**config.mk**
```make
export PLATFORM = sky130hd
export DESIGN_NAME = spm_port
export DESIGN_NICKNAME = d
export VERILOG_FILES = /design/src/spm_pkg.sv /design/src/spm_port.sv
export SDC_FILE = /design/constraint.sdc
export NUM_CORES = 1
export LEC_CHECK = 0
export BUFFER_PORTS_ARGS = -buffer_cell sky130_fd_sc_hd__buf_2
export CORE_MARGIN = 2
export CORE_UTILIZATION = 53
export CTS_BUF_LIST = sky130_fd_sc_hd__clkbuf_8
export DETAILED_ROUTE_END_ITERATION = 6
export PLACE_DENSITY = 0.79
export SLEW_MARGIN = 20
export SYNTH_ARGS = -nofsm -noshare
export SYNTH_HDL_FRONTEND = slang
export SYNTH_SLANG_ARGS = --single-unit
```
**constraint.sdc**
```tcl
create_clock -name pclk -period 2.4 [get_ports pclk]
set_input_delay 0.6 -clock pclk [delete_from_list [all_inputs] [get_ports pclk]]
set_output_delay 0.6 -clock pclk [all_outputs]
set_load 0.05 [all_outputs]
```
**src/spm_pkg.sv**
```systemverilog
// Summary of operation
// - control fields select role, idle clock level, sample phase, edge, rate, select use
// - port works only while port_enable set; clearing it resets the port; here only the shift engine resets, flags and buffer keep their values
// - shifter moves data msb first; full byte moves into transfer_buffer
// - byte moved into transfer_buffer sets buffer_full_flag and serial_irq_flag
// - buffer write while shifting is discarded and sets write_collision_flag
// - while write_collision_flag set, buffer writes do not complete
// - software read of transfer_buffer clears buffer_full_flag
// - receive is double buffered; next byte may shift before buffer read
// - master: buffer write starts an eight bit full duplex exchange at once
// - master receive-only: each byte still loads buffer with flags set
// - master rate: clock/4, /16, /64, timer two/2, or clock/(4*(baud_reload+1))
// - clock_edge_select set: output data valid before first clock edge
// - serial clock idle level follows clock_idle_level
// - input_sample_phase picks sample at middle or end of output time
// - master drives serial clock pin; slave takes it as input
// - slave shifts on external clock; irq flag set when last bit latched
// - slave keeps shifting while device sleeps; completed byte raises wake interrupt
// - daisy chain: slave shifts out exact copy of byte received before
// - buffer_overwrite_enable lets writes in though received byte unread
// - transfer_shifter is reached only through transfer_buffer
// - software reads buffer before next write and polls or uses interrupt
// - buffer write loads same value into buffer and shifter
// - data shifts out on programmed edge, latched on opposite edge
// - slave with select control: bit counter reset while select high
// - select high: serial output released at once, even mid byte; here on the third pclk edge after the pin rises
package spm_pkg;

  // ----------------------------------------
  // register offsets (byte addresses)
  // ----------------------------------------
  localparam logic [7:0] ADDR_CTRL1 = 8'h00;
  localparam logic [7:0] ADDR_STAT  = 8'h04;
  localparam logic [7:0] ADDR_CTRL3 = 8'h08;
  localparam logic [7:0] ADDR_BUF   = 8'h0C;
  localparam logic [7:0] ADDR_BAUD  = 8'h10;
  localparam logic [7:0] ADDR_EVT   = 8'h14;

  // ----------------------------------------
  // field positions
  // ----------------------------------------
  localparam int CTRL1_WRITE_COLLISION_FLAG = 7;
  localparam int CTRL1_OVF  = 6;
  localparam int CTRL1_EN   = 5;
  localparam int CTRL1_CKP  = 4;
  localparam int STAT_SMP   = 7;
  localparam int STAT_CKE   = 6;
  localparam int CTRL3_BUFFER_OVERWRITE_ENABLE = 4;
  localparam int EVT_IRQ    = 0;
  localparam int EVT_IE     = 1;
  localparam int MSB        = 7;

  // ----------------------------------------
  // mode codes
  // ----------------------------------------
  localparam logic [3:0] MODE_M_DIV4  = 4'h0;
  localparam logic [3:0] MODE_M_DIV16 = 4'h1;
  localparam logic [3:0] MODE_M_DIV64 = 4'h2;
  localparam logic [3:0] MODE_M_TMR2  = 4'h3;
  localparam logic [3:0] MODE_S_SEL   = 4'h4;
  localparam logic [3:0] MODE_S_NOSEL = 4'h5;
  localparam logic [3:0] MODE_M_BAUD  = 4'hA;

  // ----------------------------------------
  // timing: divide ratios, half serial clock period minus one in pclk cycles, edges and bits per byte
  // ----------------------------------------
  localparam int          DIV4_RATIO    = 4;
  localparam int          DIV16_RATIO   = 16;
  localparam int          DIV64_RATIO   = 64;
  localparam logic [9:0]  HALF_M1_DIV4  = 10'(DIV4_RATIO / 2 - 1);
  localparam logic [9:0]  HALF_M1_DIV16 = 10'(DIV16_RATIO / 2 - 1);
  localparam logic [9:0]  HALF_M1_DIV64 = 10'(DIV64_RATIO / 2 - 1);
  localparam logic [4:0]  EDGES_BYTE    = 5'h10;
  localparam logic [3:0]  BITS_BYTE     = 4'h8;

  // ----------------------------------------
  // types
  // ----------------------------------------
  typedef enum logic [1:0] {
    ST_IDLE = 2'b00,
    ST_RUN  = 2'b01
  } spm_state_e;

  typedef struct packed {
    logic       sck;
    logic       serial_in_pin;
    logic       sel_n;
  } spm_pin_in_s;

  typedef struct packed {
    logic [7:0] prdata;
    logic       pready;
    logic       pslverr;
    logic       write_collision_flag;
    logic       ovf;
    logic       en;
    logic       clock_idle_level;
    logic [3:0] mode;
    logic       input_sample_phase;
    logic       cke;
    logic       bf;
    logic       buffer_overwrite_enable;
    logic       irq_flag;
    logic       irq_en;
    logic [7:0] buf_q;
    logic [7:0] shifter;
    logic [7:0] baud;
    spm_state_e st;
    logic [4:0] ec;
    logic [3:0] bc;
    logic [9:0] div;
    logic       pend;
    logic [2:0] sck_sy;
    logic [1:0] sdi_sy;
    logic [1:0] sel_sy;
    logic       sck_o;
    logic       sck_oe_n;
    logic       sdo_o;
    logic       sdo_oe_n;
    logic       irq_o;
  } spm_state_s;

endpackage

```
**src/spm_port.sv**
```systemverilog
`timescale 1ns/1ps
`default_nettype none
module spm_port
  import spm_pkg::*;
(
  input  wire logic        pclk,
  input  wire logic        presetn,
  input  wire logic        psel,
  input  wire logic        penable,
  input  wire logic        pwrite,
  input  wire logic [7:0]  paddr,
  input  wire logic [31:0] pwdata,
  output logic [31:0]      prdata,
  output logic             pready,
  output logic             pslverr,
  input  wire spm_pin_in_s pins_in,
  input  wire logic        timer_two_output,
  output logic             sck_o,
  output logic             sck_oe_n,
  output logic             serial_out_pin_o,
  output logic             serial_out_pin_oe_n,
  output logic             serial_irq_o
);

  // ----------------------------------------
  // state
  // ----------------------------------------
  spm_state_s r;
  spm_state_s n;

  logic       is_master;
  logic       sel_ctl;
  logic       sdi_v;
  logic       sck_v;
  logic       sck_p;
  logic       sel_hi;
  logic       busy;
  logic       acc;
  logic       wr;
  logic       rd;
  logic       load;
  logic       done_byte;
  logic       tick;
  logic       drive_e;
  logic       samp_e;
  logic       lead;
  logic       trail;
  logic [4:0] edge_n;
  logic [9:0] half_m1;
  logic [7:0] rd_byte;
  logic       unmapped;

  // ----------------------------------------
  // next state
  // ----------------------------------------
  always_comb begin
    n         = r;
    load      = 1'b0;
    done_byte = 1'b0;
    tick      = 1'b0;
    drive_e   = 1'b0;
    samp_e    = 1'b0;
    edge_n    = r.ec + 5'h01;

    // pins from outside: two flops before any use; third stage only for edges
    n.sck_sy = {r.sck_sy[1:0], pins_in.sck};
    n.sdi_sy = {r.sdi_sy[0], pins_in.serial_in_pin};
    n.sel_sy = {r.sel_sy[0], pins_in.sel_n};
    sck_v    = r.sck_sy[1];
    sck_p    = r.sck_sy[2];
    sdi_v    = r.sdi_sy[1];
    sel_hi   = r.sel_sy[1];

    is_master = (r.mode != MODE_S_SEL) && (r.mode != MODE_S_NOSEL);
    sel_ctl   = (r.mode == MODE_S_SEL);
    busy      = is_master ? (r.st == ST_RUN) : (r.bc != 4'h0);
    lead      = (sck_v != r.clock_idle_level) && (sck_p == r.clock_idle_level);
    trail     = (sck_v == r.clock_idle_level) && (sck_p != r.clock_idle_level);

    case (r.mode)
      MODE_M_DIV4:  half_m1 = HALF_M1_DIV4;
      MODE_M_DIV16: half_m1 = HALF_M1_DIV16;
      MODE_M_DIV64: half_m1 = HALF_M1_DIV64;
      MODE_M_BAUD:  half_m1 = {1'b0, r.baud, 1'b1};
      default:      half_m1 = HALF_M1_DIV4;
    endcase

    // ----------------------------------------
    // apb slave: one wait state, answer from flops
    // ----------------------------------------
    acc      = psel && penable && r.pready;
    wr       = acc && pwrite;
    rd       = acc && !pwrite;
    n.pready = psel && penable && !r.pready;

    unmapped = 1'b0;
    case (paddr)
      ADDR_CTRL1: rd_byte = {r.write_collision_flag, r.ovf, r.en, r.clock_idle_level, r.mode};
      ADDR_STAT:  rd_byte = {r.input_sample_phase, r.cke, 5'h00, r.bf};
      ADDR_CTRL3: rd_byte = {3'h0, r.buffer_overwrite_enable, 4'h0};
      ADDR_BUF:   rd_byte = r.buf_q;
      ADDR_BAUD:  rd_byte = r.baud;
      ADDR_EVT:   rd_byte = {6'h00, r.irq_en, r.irq_flag};
      default: begin
        rd_byte  = 8'h00;
        unmapped = 1'b1;
      end
    endcase
    if (psel && penable && !r.pready) begin
      n.prdata  = pwrite ? 8'h00 : rd_byte;
      n.pslverr = unmapped;
    end else begin
      n.pslverr = 1'b0;
    end

    if (wr) begin
      case (paddr)
        ADDR_CTRL1: begin
          // flags clear on a written zero; software cannot raise them
          n.write_collision_flag = r.write_collision_flag & pwdata[CTRL1_WRITE_COLLISION_FLAG];
          n.ovf  = r.ovf & pwdata[CTRL1_OVF];
          n.en   = pwdata[CTRL1_EN];
          n.clock_idle_level  = pwdata[CTRL1_CKP];
          n.mode = pwdata[3:0];
        end
        ADDR_STAT: begin
          n.input_sample_phase = pwdata[STAT_SMP];
          n.cke = pwdata[STAT_CKE];
        end
        ADDR_CTRL3: n.buffer_overwrite_enable = pwdata[CTRL3_BUFFER_OVERWRITE_ENABLE];
        ADDR_BUF: begin
          if (busy) begin
            n.write_collision_flag = 1'b1;
          end else if (!r.write_collision_flag && (!r.bf || r.buffer_overwrite_enable)) begin
            load      = 1'b1;
            n.buf_q   = pwdata[7:0];
            n.shifter = pwdata[7:0];
            n.sdo_o   = pwdata[MSB];
          end
        end
        ADDR_BAUD: n.baud = pwdata[7:0];
        ADDR_EVT: begin
          n.irq_flag = r.irq_flag & ~pwdata[EVT_IRQ];
          n.irq_en   = pwdata[EVT_IE];
        end
        default: ;
      endcase
    end
    if (rd && (paddr == ADDR_BUF)) begin
      n.bf = 1'b0;
    end

    // ----------------------------------------
    // shift engine
    // ----------------------------------------
    if (!r.en) begin
      // disabled: counters forced to zero, pins released
      n.st       = ST_IDLE;
      n.ec       = 5'h00;
      n.bc       = 4'h0;
      n.pend     = 1'b0;
      n.div      = 10'h000;
      n.sck_o    = r.clock_idle_level;
      n.sck_oe_n = 1'b1;
      n.sdo_oe_n = 1'b1;
    end else if (is_master) begin
      n.sck_oe_n = 1'b0;
      n.sdo_oe_n = 1'b0;
      case (r.st)
        ST_IDLE: begin
          n.sck_o = r.clock_idle_level;
          if (load) begin
            n.st   = ST_RUN;
            n.ec   = 5'h00;
            n.bc   = 4'h0;
            n.pend = 1'b0;
            n.div  = half_m1;
          end
        end
        ST_RUN: begin
          if (r.mode == MODE_M_TMR2) begin
            tick = timer_two_output;
          end else begin
            tick  = (r.div == 10'h000);
            n.div = tick ? half_m1 : r.div - 10'h001;
          end
          if (tick) begin
            n.ec = edge_n;
            if (r.ec < EDGES_BYTE) begin
              n.sck_o = ~r.sck_o;
            end
            // pending late sample takes the input before the output moves
            if (r.pend) begin
              n.pend    = 1'b0;
              n.shifter = {n.shifter[6:0], sdi_v};
              n.bc      = r.bc + 4'h1;
              done_byte = (n.bc == BITS_BYTE);
            end
            if (edge_n <= EDGES_BYTE) begin
              drive_e = edge_n[0] ^ r.cke;
              if (drive_e) begin
                n.sdo_o = n.shifter[MSB];
              end else if (r.input_sample_phase) begin
                n.pend = 1'b1;
              end else begin
                n.shifter = {n.shifter[6:0], sdi_v};
                n.bc      = r.bc + 4'h1;
                done_byte = (n.bc == BITS_BYTE);
              end
            end
            if ((n.bc == BITS_BYTE) && (edge_n >= EDGES_BYTE) && !n.pend) begin
              n.st    = ST_IDLE;
              n.sck_o = r.clock_idle_level;
            end
          end
        end
        default: n.st = ST_IDLE;
      endcase
    end else begin
      n.sck_oe_n = 1'b1;
      n.sck_o    = r.clock_idle_level;
      n.st       = ST_IDLE;
      if (sel_ctl && sel_hi) begin
        n.bc       = 4'h0;
        n.sdo_oe_n = 1'b1;
      end else begin
        n.sdo_oe_n = 1'b0;
        samp_e     = r.cke ? lead : trail;
        drive_e    = r.cke ? trail : lead;
        if (samp_e) begin
          // shifter keeps the byte, so the next group repeats it
          n.shifter = {n.shifter[6:0], sdi_v};
          n.bc      = r.bc + 4'h1;
          if (n.bc == BITS_BYTE) begin
            done_byte = 1'b1;
            n.bc      = 4'h0;
          end
        end
        if (drive_e) begin
          n.sdo_o = n.shifter[MSB];
        end
      end
    end

    // ----------------------------------------
    // byte completion: hardware sets win over software clears
    // ----------------------------------------
    if (done_byte) begin
      if (r.bf && !r.buffer_overwrite_enable) begin
        n.ovf = 1'b1;
      end else begin
        n.buf_q = n.shifter;
      end
      n.bf       = 1'b1;
      n.irq_flag = 1'b1;
    end
    // no gate on pclk here, so a slave byte still flags the wake request
    n.irq_o = n.irq_flag & n.irq_en;
  end

  // ----------------------------------------
  // state register
  // ----------------------------------------
  always_ff @(posedge pclk or negedge presetn) begin
    if (!presetn) begin
      r <= '0;
      r.sck_oe_n <= 1'b1;
      r.sdo_oe_n <= 1'b1;
      r.st       <= ST_IDLE;
    end else begin
      r <= n;
    end
  end

  // ----------------------------------------
  // outputs
  // ----------------------------------------
  assign prdata              = {24'h00_0000, r.prdata};
  assign pready              = r.pready;
  assign pslverr             = r.pslverr;
  assign sck_o               = r.sck_o;
  assign sck_oe_n            = r.sck_oe_n;
  assign serial_out_pin_o    = r.sdo_o;
  assign serial_out_pin_oe_n = r.sdo_oe_n;
  assign serial_irq_o        = r.irq_o;

endmodule
`default_nettype wire

```
Word level (Yosys, flattened, before mapping). Index checks and enable logic that the tools add are counted.

Flip-flop bits (word level): 82. Input port bits: 49. Output and inout port bits: 39. Bits in read-only memories: 0. Bits in writable memories: 0. Memories kept: 0. Bits in latches: 0.

Bitwise logic cells: 7. Order comparisons: 3. Add/sub/neg operators: 3. Multiply operators: 0. Muxes and demuxes: 105. Shift operators: 0. Divide/modulo/power cells: 0. Equality and inequality tests: 31. Reductions and logical operators: 38.

Operators by type and width (count): 8-bit two-way mux (14); 1-bit two-way mux (54); 4-bit two-way mux (13); 16-bit two-way mux (3); 8-bit case mux with 6 select lines (1); 22-bit two-way mux (2); 20-bit case mux with 2 select lines (1); 9-bit case mux with 3 select lines (1); 26-bit two-way mux (1); 11-bit two-way mux (2); 10-bit two-way mux (2); 8-bit by 4-bit == test with 1-bit output (second input constant) (2); 8-bit by 5-bit == test with 1-bit output (second input constant) (2); 4-bit by 3-bit inequality test with 1-bit output (second input constant) (4); 1-bit logical AND (14); 4-bit == test (second input constant) (3); 4-bit AND reduction (3); 10-bit zero test (1); 2-bit two-way mux (5); 10-bit by 1-bit subtractor with 10-bit output (second input constant) (1); 9-bit two-way mux (1); 3-bit AND reduction (3); 4-bit by 2-bit == test with 1-bit output (second input constant) (2); 8-bit by 3-bit == test with 1-bit output (second input constant) (1); 34 further kinds (51).

Longest topological paths before layout.
Depth after elaboration: 17. Depth in mapped cells: 12. Gate-level depth less buffers: 9.

Worst setup path before layout. Ideal clock, no wire load.

Kind: flip-flop to flip-flop. From: register r[13] (netlist name). To: register r[56] (netlist name). Setup time: 0.125 ns. Slack: -0.125 ns. Clock period less this slack: 2.525 ns. Data arrival time: 2.400 ns. Cell stages (with the launch flop): 11. Data required time: 2.275 ns. Cells stage by stage: dfrtp_1 -> inv_1 -> ha_1 -> nor3b_1 -> and3_1 -> clkbuf_2 -> a32oi_1 -> o31ai_2 -> and3_1 -> buf_2 -> mux2_4.

RTL lines: start, declared (line spm_port.sv:28) `spm_state_s r;`; start signal, assigned (line spm_port.sv:271) `r <= n;`.

==> results.md <==
* Source of the critical timing path: r[67]
* Logic depth of the worst setup path including buffers at 7
* Syn Inst Count at 532
* Layout net count at 688
* Worst Setup Start Kind: register
* Clk pin slew, worst setup/hold paths at 0.09 ns
* Master cell of the clock root buffer: clkbuf_8
* # rows at 35
* Number of antenna violations at the first check in global routing at 0
* Cts-stage hold buffer count at 0
* Flop2flop setup slack at -0.15 ns
* Total buffers and inverters traversed by the critical path at 0
* Number of I/O pins at 88
* Critical R2R Launch: r[67]
* Area after DPL at 5615 um2
* Maximum number of pins on one net before global-route repair at 49
* Critical path destination: r[56]
* Std-Cell Core Area at 9109 um2
* Number of warning messages in the yosys log at 0
* Setup TNS after final layout at -0.4241 ns
* Number of remaining DRC errors at 0
* Number of different library cells in the post-synthesis netlist at 71
* Worst Setup Path Type: register to register
* Detailed-route wire length per cell at 18.19 um
* Total number of H-tree levels at 3
* Final setup slack of the worst path at -0.1482 ns
* Number of CTS-inserted buffers at 9
* Final critical-path share of the clock period at 106.2%
* Sequential fraction of the synthesis area at 41.40%
* Status: finished, violations left
* CTS tree: done
* Violation count after the first detailed-route iteration at 432
* Power density over the cells at 454.6 nW/um2
* Primary flip-flop cell chosen by synthesis mapping: dfrtp_1
* Worst-path fanout max at 2
* Critical register-to-register path endpoint: r[56]
* RSZ-0062 raised after global routing: yes
* Violations in the final reports: negative setup slack
* First-pass detailed-route iteration total at 6
* Wirelength, routed at 13660 um
* Vias per cell at 6.013
* Die outline area at 10040 um2
* Final setup skew at 0.01368 ns
* Max IR drop VDD at 0.4335 mV
* Maximum operating frequency at 392.4 MHz
* Largest delay share family, worst path: multiplexers
* Clk sinks at 81
* Wire length of the first global-routing pass at 21600 um
* Cell at the slowest stage of the critical path: mux4_2
* Share of synthesized registers carrying an async set or reset at 100.0%
* Final critical-path required period at 2.548 ns
* Bufs on Longest Clock Path at 2
* Final ANT Viol Nets at 0
* Final-report max-slew violation count at 0
* Arrival time at the worst endpoint at 2.80 ns
* Clock latency of the later-clocked register in the worst-skew pair at 0.37 ns
* Diode count at 0
* Total number of vias at 4516
* Number of cells traversed by the worst register-to-register path at 7
* Die Span X at 100.2 um
* Final design instance area without fill at 5979 um2
* Kind of capture point of the worst setup path: register
* HPWL after detailed placement at 9944 um
* Required time of the critical path at 2.65 ns
* # setup viols final at 7
* Path category of the worst min-delay check: input pin to asynchronous set/reset pin
* Max incr delay on CP at 0.53 ns
* Total routing usage reported by global routing at 27.61%
* Final-layout worst hold slack at 0.1928 ns
* Fraction of final layout cells sized beyond drive strength 1 at 32.34%
* Post-synthesis instance area at 4902 um2
* Number of flip-flops and latches in the synthesized netlist at 81
* Starting density of the core at 53.82%
* Total leakage power at 2.867 nW
* Area grow syn2layout at 21.98%
* Commonest non-fill, non-tap cells in the layout: buf_4 (86), nand2_1 (78), dfrtp_1 (78)
* I/O Buffers at 39
* Critical path, cell by cell: nor3b_4 -> mux2i_2 -> nand3b_4 -> mux4_2 -> o2bb2ai_2 -> or3_4 -> mux2_4
* Via count of the first global-routing pass at 4327
* Leading cell type in the layout, fill and taps excluded: buf_4
* Max-Cap Viols at 0
* Total congestion overflow after global routing at 0
* Average cell area after synthesis at 9.215 um2
* Die span in y at 100.2 um
* Count of flip-flops with a built-in enable after synthesis at 0
* Placer's final routability congestion estimate at 0.9248
* Final Hold Vio Count at 0
==> metrics by stage <==
step                      std cells  total power [mW]  util (%)  worst slack, ns
final                           751             2.718     65.65          -0.1482
after detailed placement        729             1.617     61.65          -0.2830
after CTS                       747             2.725     64.74          -0.1272
after global routing            751             2.810     65.65          -0.2264
after global placement          729             1.614     61.65          -0.2744
after floorplan                 555             1.555         -          -0.1184
==> worst register-to-register path: stages, from the launching register on <==
cell and delay, ns:
dfrtp_1 0.41, nor3b_4 0.24, mux2i_2 0.32, nand3b_4 0.21, mux4_2 0.53, o2bb2ai_2 0.14
or3_4 0.33, mux2_4 0.26
==> routing by layer <==
| metal | up-vias | global-route usage, % | wire length (um) |
|---|---|---|---|
| met3 | 26 | 5.153 | 867 |
| met2 | 162 | 46.46 | 6862 |
| met1 | 2243 | 37.08 | 5736 |
| li1 | 2085 | - | - |
| met5 | - | 0 | 0 |
| met4 | 0 | 6.849 | 195 |
==> worst min path at each step <==
stage / end / slack (ns) / cells past startpoint / from
after floorplan: n[10] / 0.30 / 0 / presetn
after global placement: r[8] / 0.33 / 0 / n[8]
after detailed placement: n[11] / 0.34 / 0 / n[10]
after CTS: r[15] / 0.20 / 1 / presetn
after global routing: r[15] / 0.21 / 1 / presetn
final: r[15] / 0.19 / 1 / presetn
==> flip-flops by register name, indices dropped and copies added (netlist names) <==
| signal | flops |
|---|---|
| r | 62 |
| prdata | 8 |
| n | 4 |
| pready | 1 |
| pslverr | 1 |
| sck_o | 1 |
| sck_oe_n | 1 |
| serial_irq_o | 1 |
| serial_out_pin_o | 1 |
| serial_out_pin_oe_n | 1 |
==> cell usage after synthesis (all sizes together) (3+ instances only) <==
cell    count  area, um2
mux2       25      285.3
a222oi      5      50.05
xnor2       3      26.28
nor3b       5      48.80
nand2b      9      56.30
mux2i      15      153.9
nand3      19      95.09
buf        42      314.0
a221oi      5      43.79
xor2        4      35.03
nand4       5      31.28
o22ai       3      18.77
nor2       24      90.09
a22oi       4      30.03
nand2      78      292.8
nor2b       7      43.79
o22a        4      35.03
a32o        3      30.03
a21oi      26      130.1
a31oi      13      81.33
inv        16      60.06
a21o        4      30.03
o21ai      43      215.2
o31ai       7      57.55
and2        3      18.77
and3        5      32.53
nor4        5      31.28
dfrtp      79       1977
ha          4      50.05
clkbuf     16      61.30
nor3       15      86.34
==> layout make-up <==
| type | count | area (um2) |
|---|---|---|
| Fill cell | 727 | 3129 |
| Multi-Input combinational cell | 399 | 2640 |
| Sequential cell | 81 | 2031 |
| Timing Repair Buffer | 127 | 887.1 |
| Tap cell | 111 | 138.9 |
| Clock buffer | 9 | 123.9 |
| Clock inverter | 7 | 95.09 |
| Inverter | 17 | 63.81 |
==> power breakdown <==
| part | total (mW) | switching (mW) | internal [mW] | leakage [nW] |
|---|---|---|---|---|
| logic | 0.214 | 0.168 | 0.0459 | 1.66 |
| registers | 1.38 | 0.00651 | 1.37 | 1.10 |
| clock network | 1.12 | 0.536 | 0.588 | 0.115 |
==> timing repair <==
action | CTS | global route
setup buffers | 2 | 4
resized for setup | 11 | 16
setup endpoints to repair | 18 | 30
pin swaps | 1 | 8
==> logic make-up after synthesis <==
family | after synthesis | synth area share [%]
simple gates | 186 | 19.17
compound gates | 136 | 18.25
flops | 81 | 41.40
buf+inv | 75 | 8.958
mux | 42 | 9.877
xor+xnor | 7 | 1.251
fa+ha+maj | 4 | 1.021
other cells | 1 | 0.07650
(Power assumes the default switching activity.)
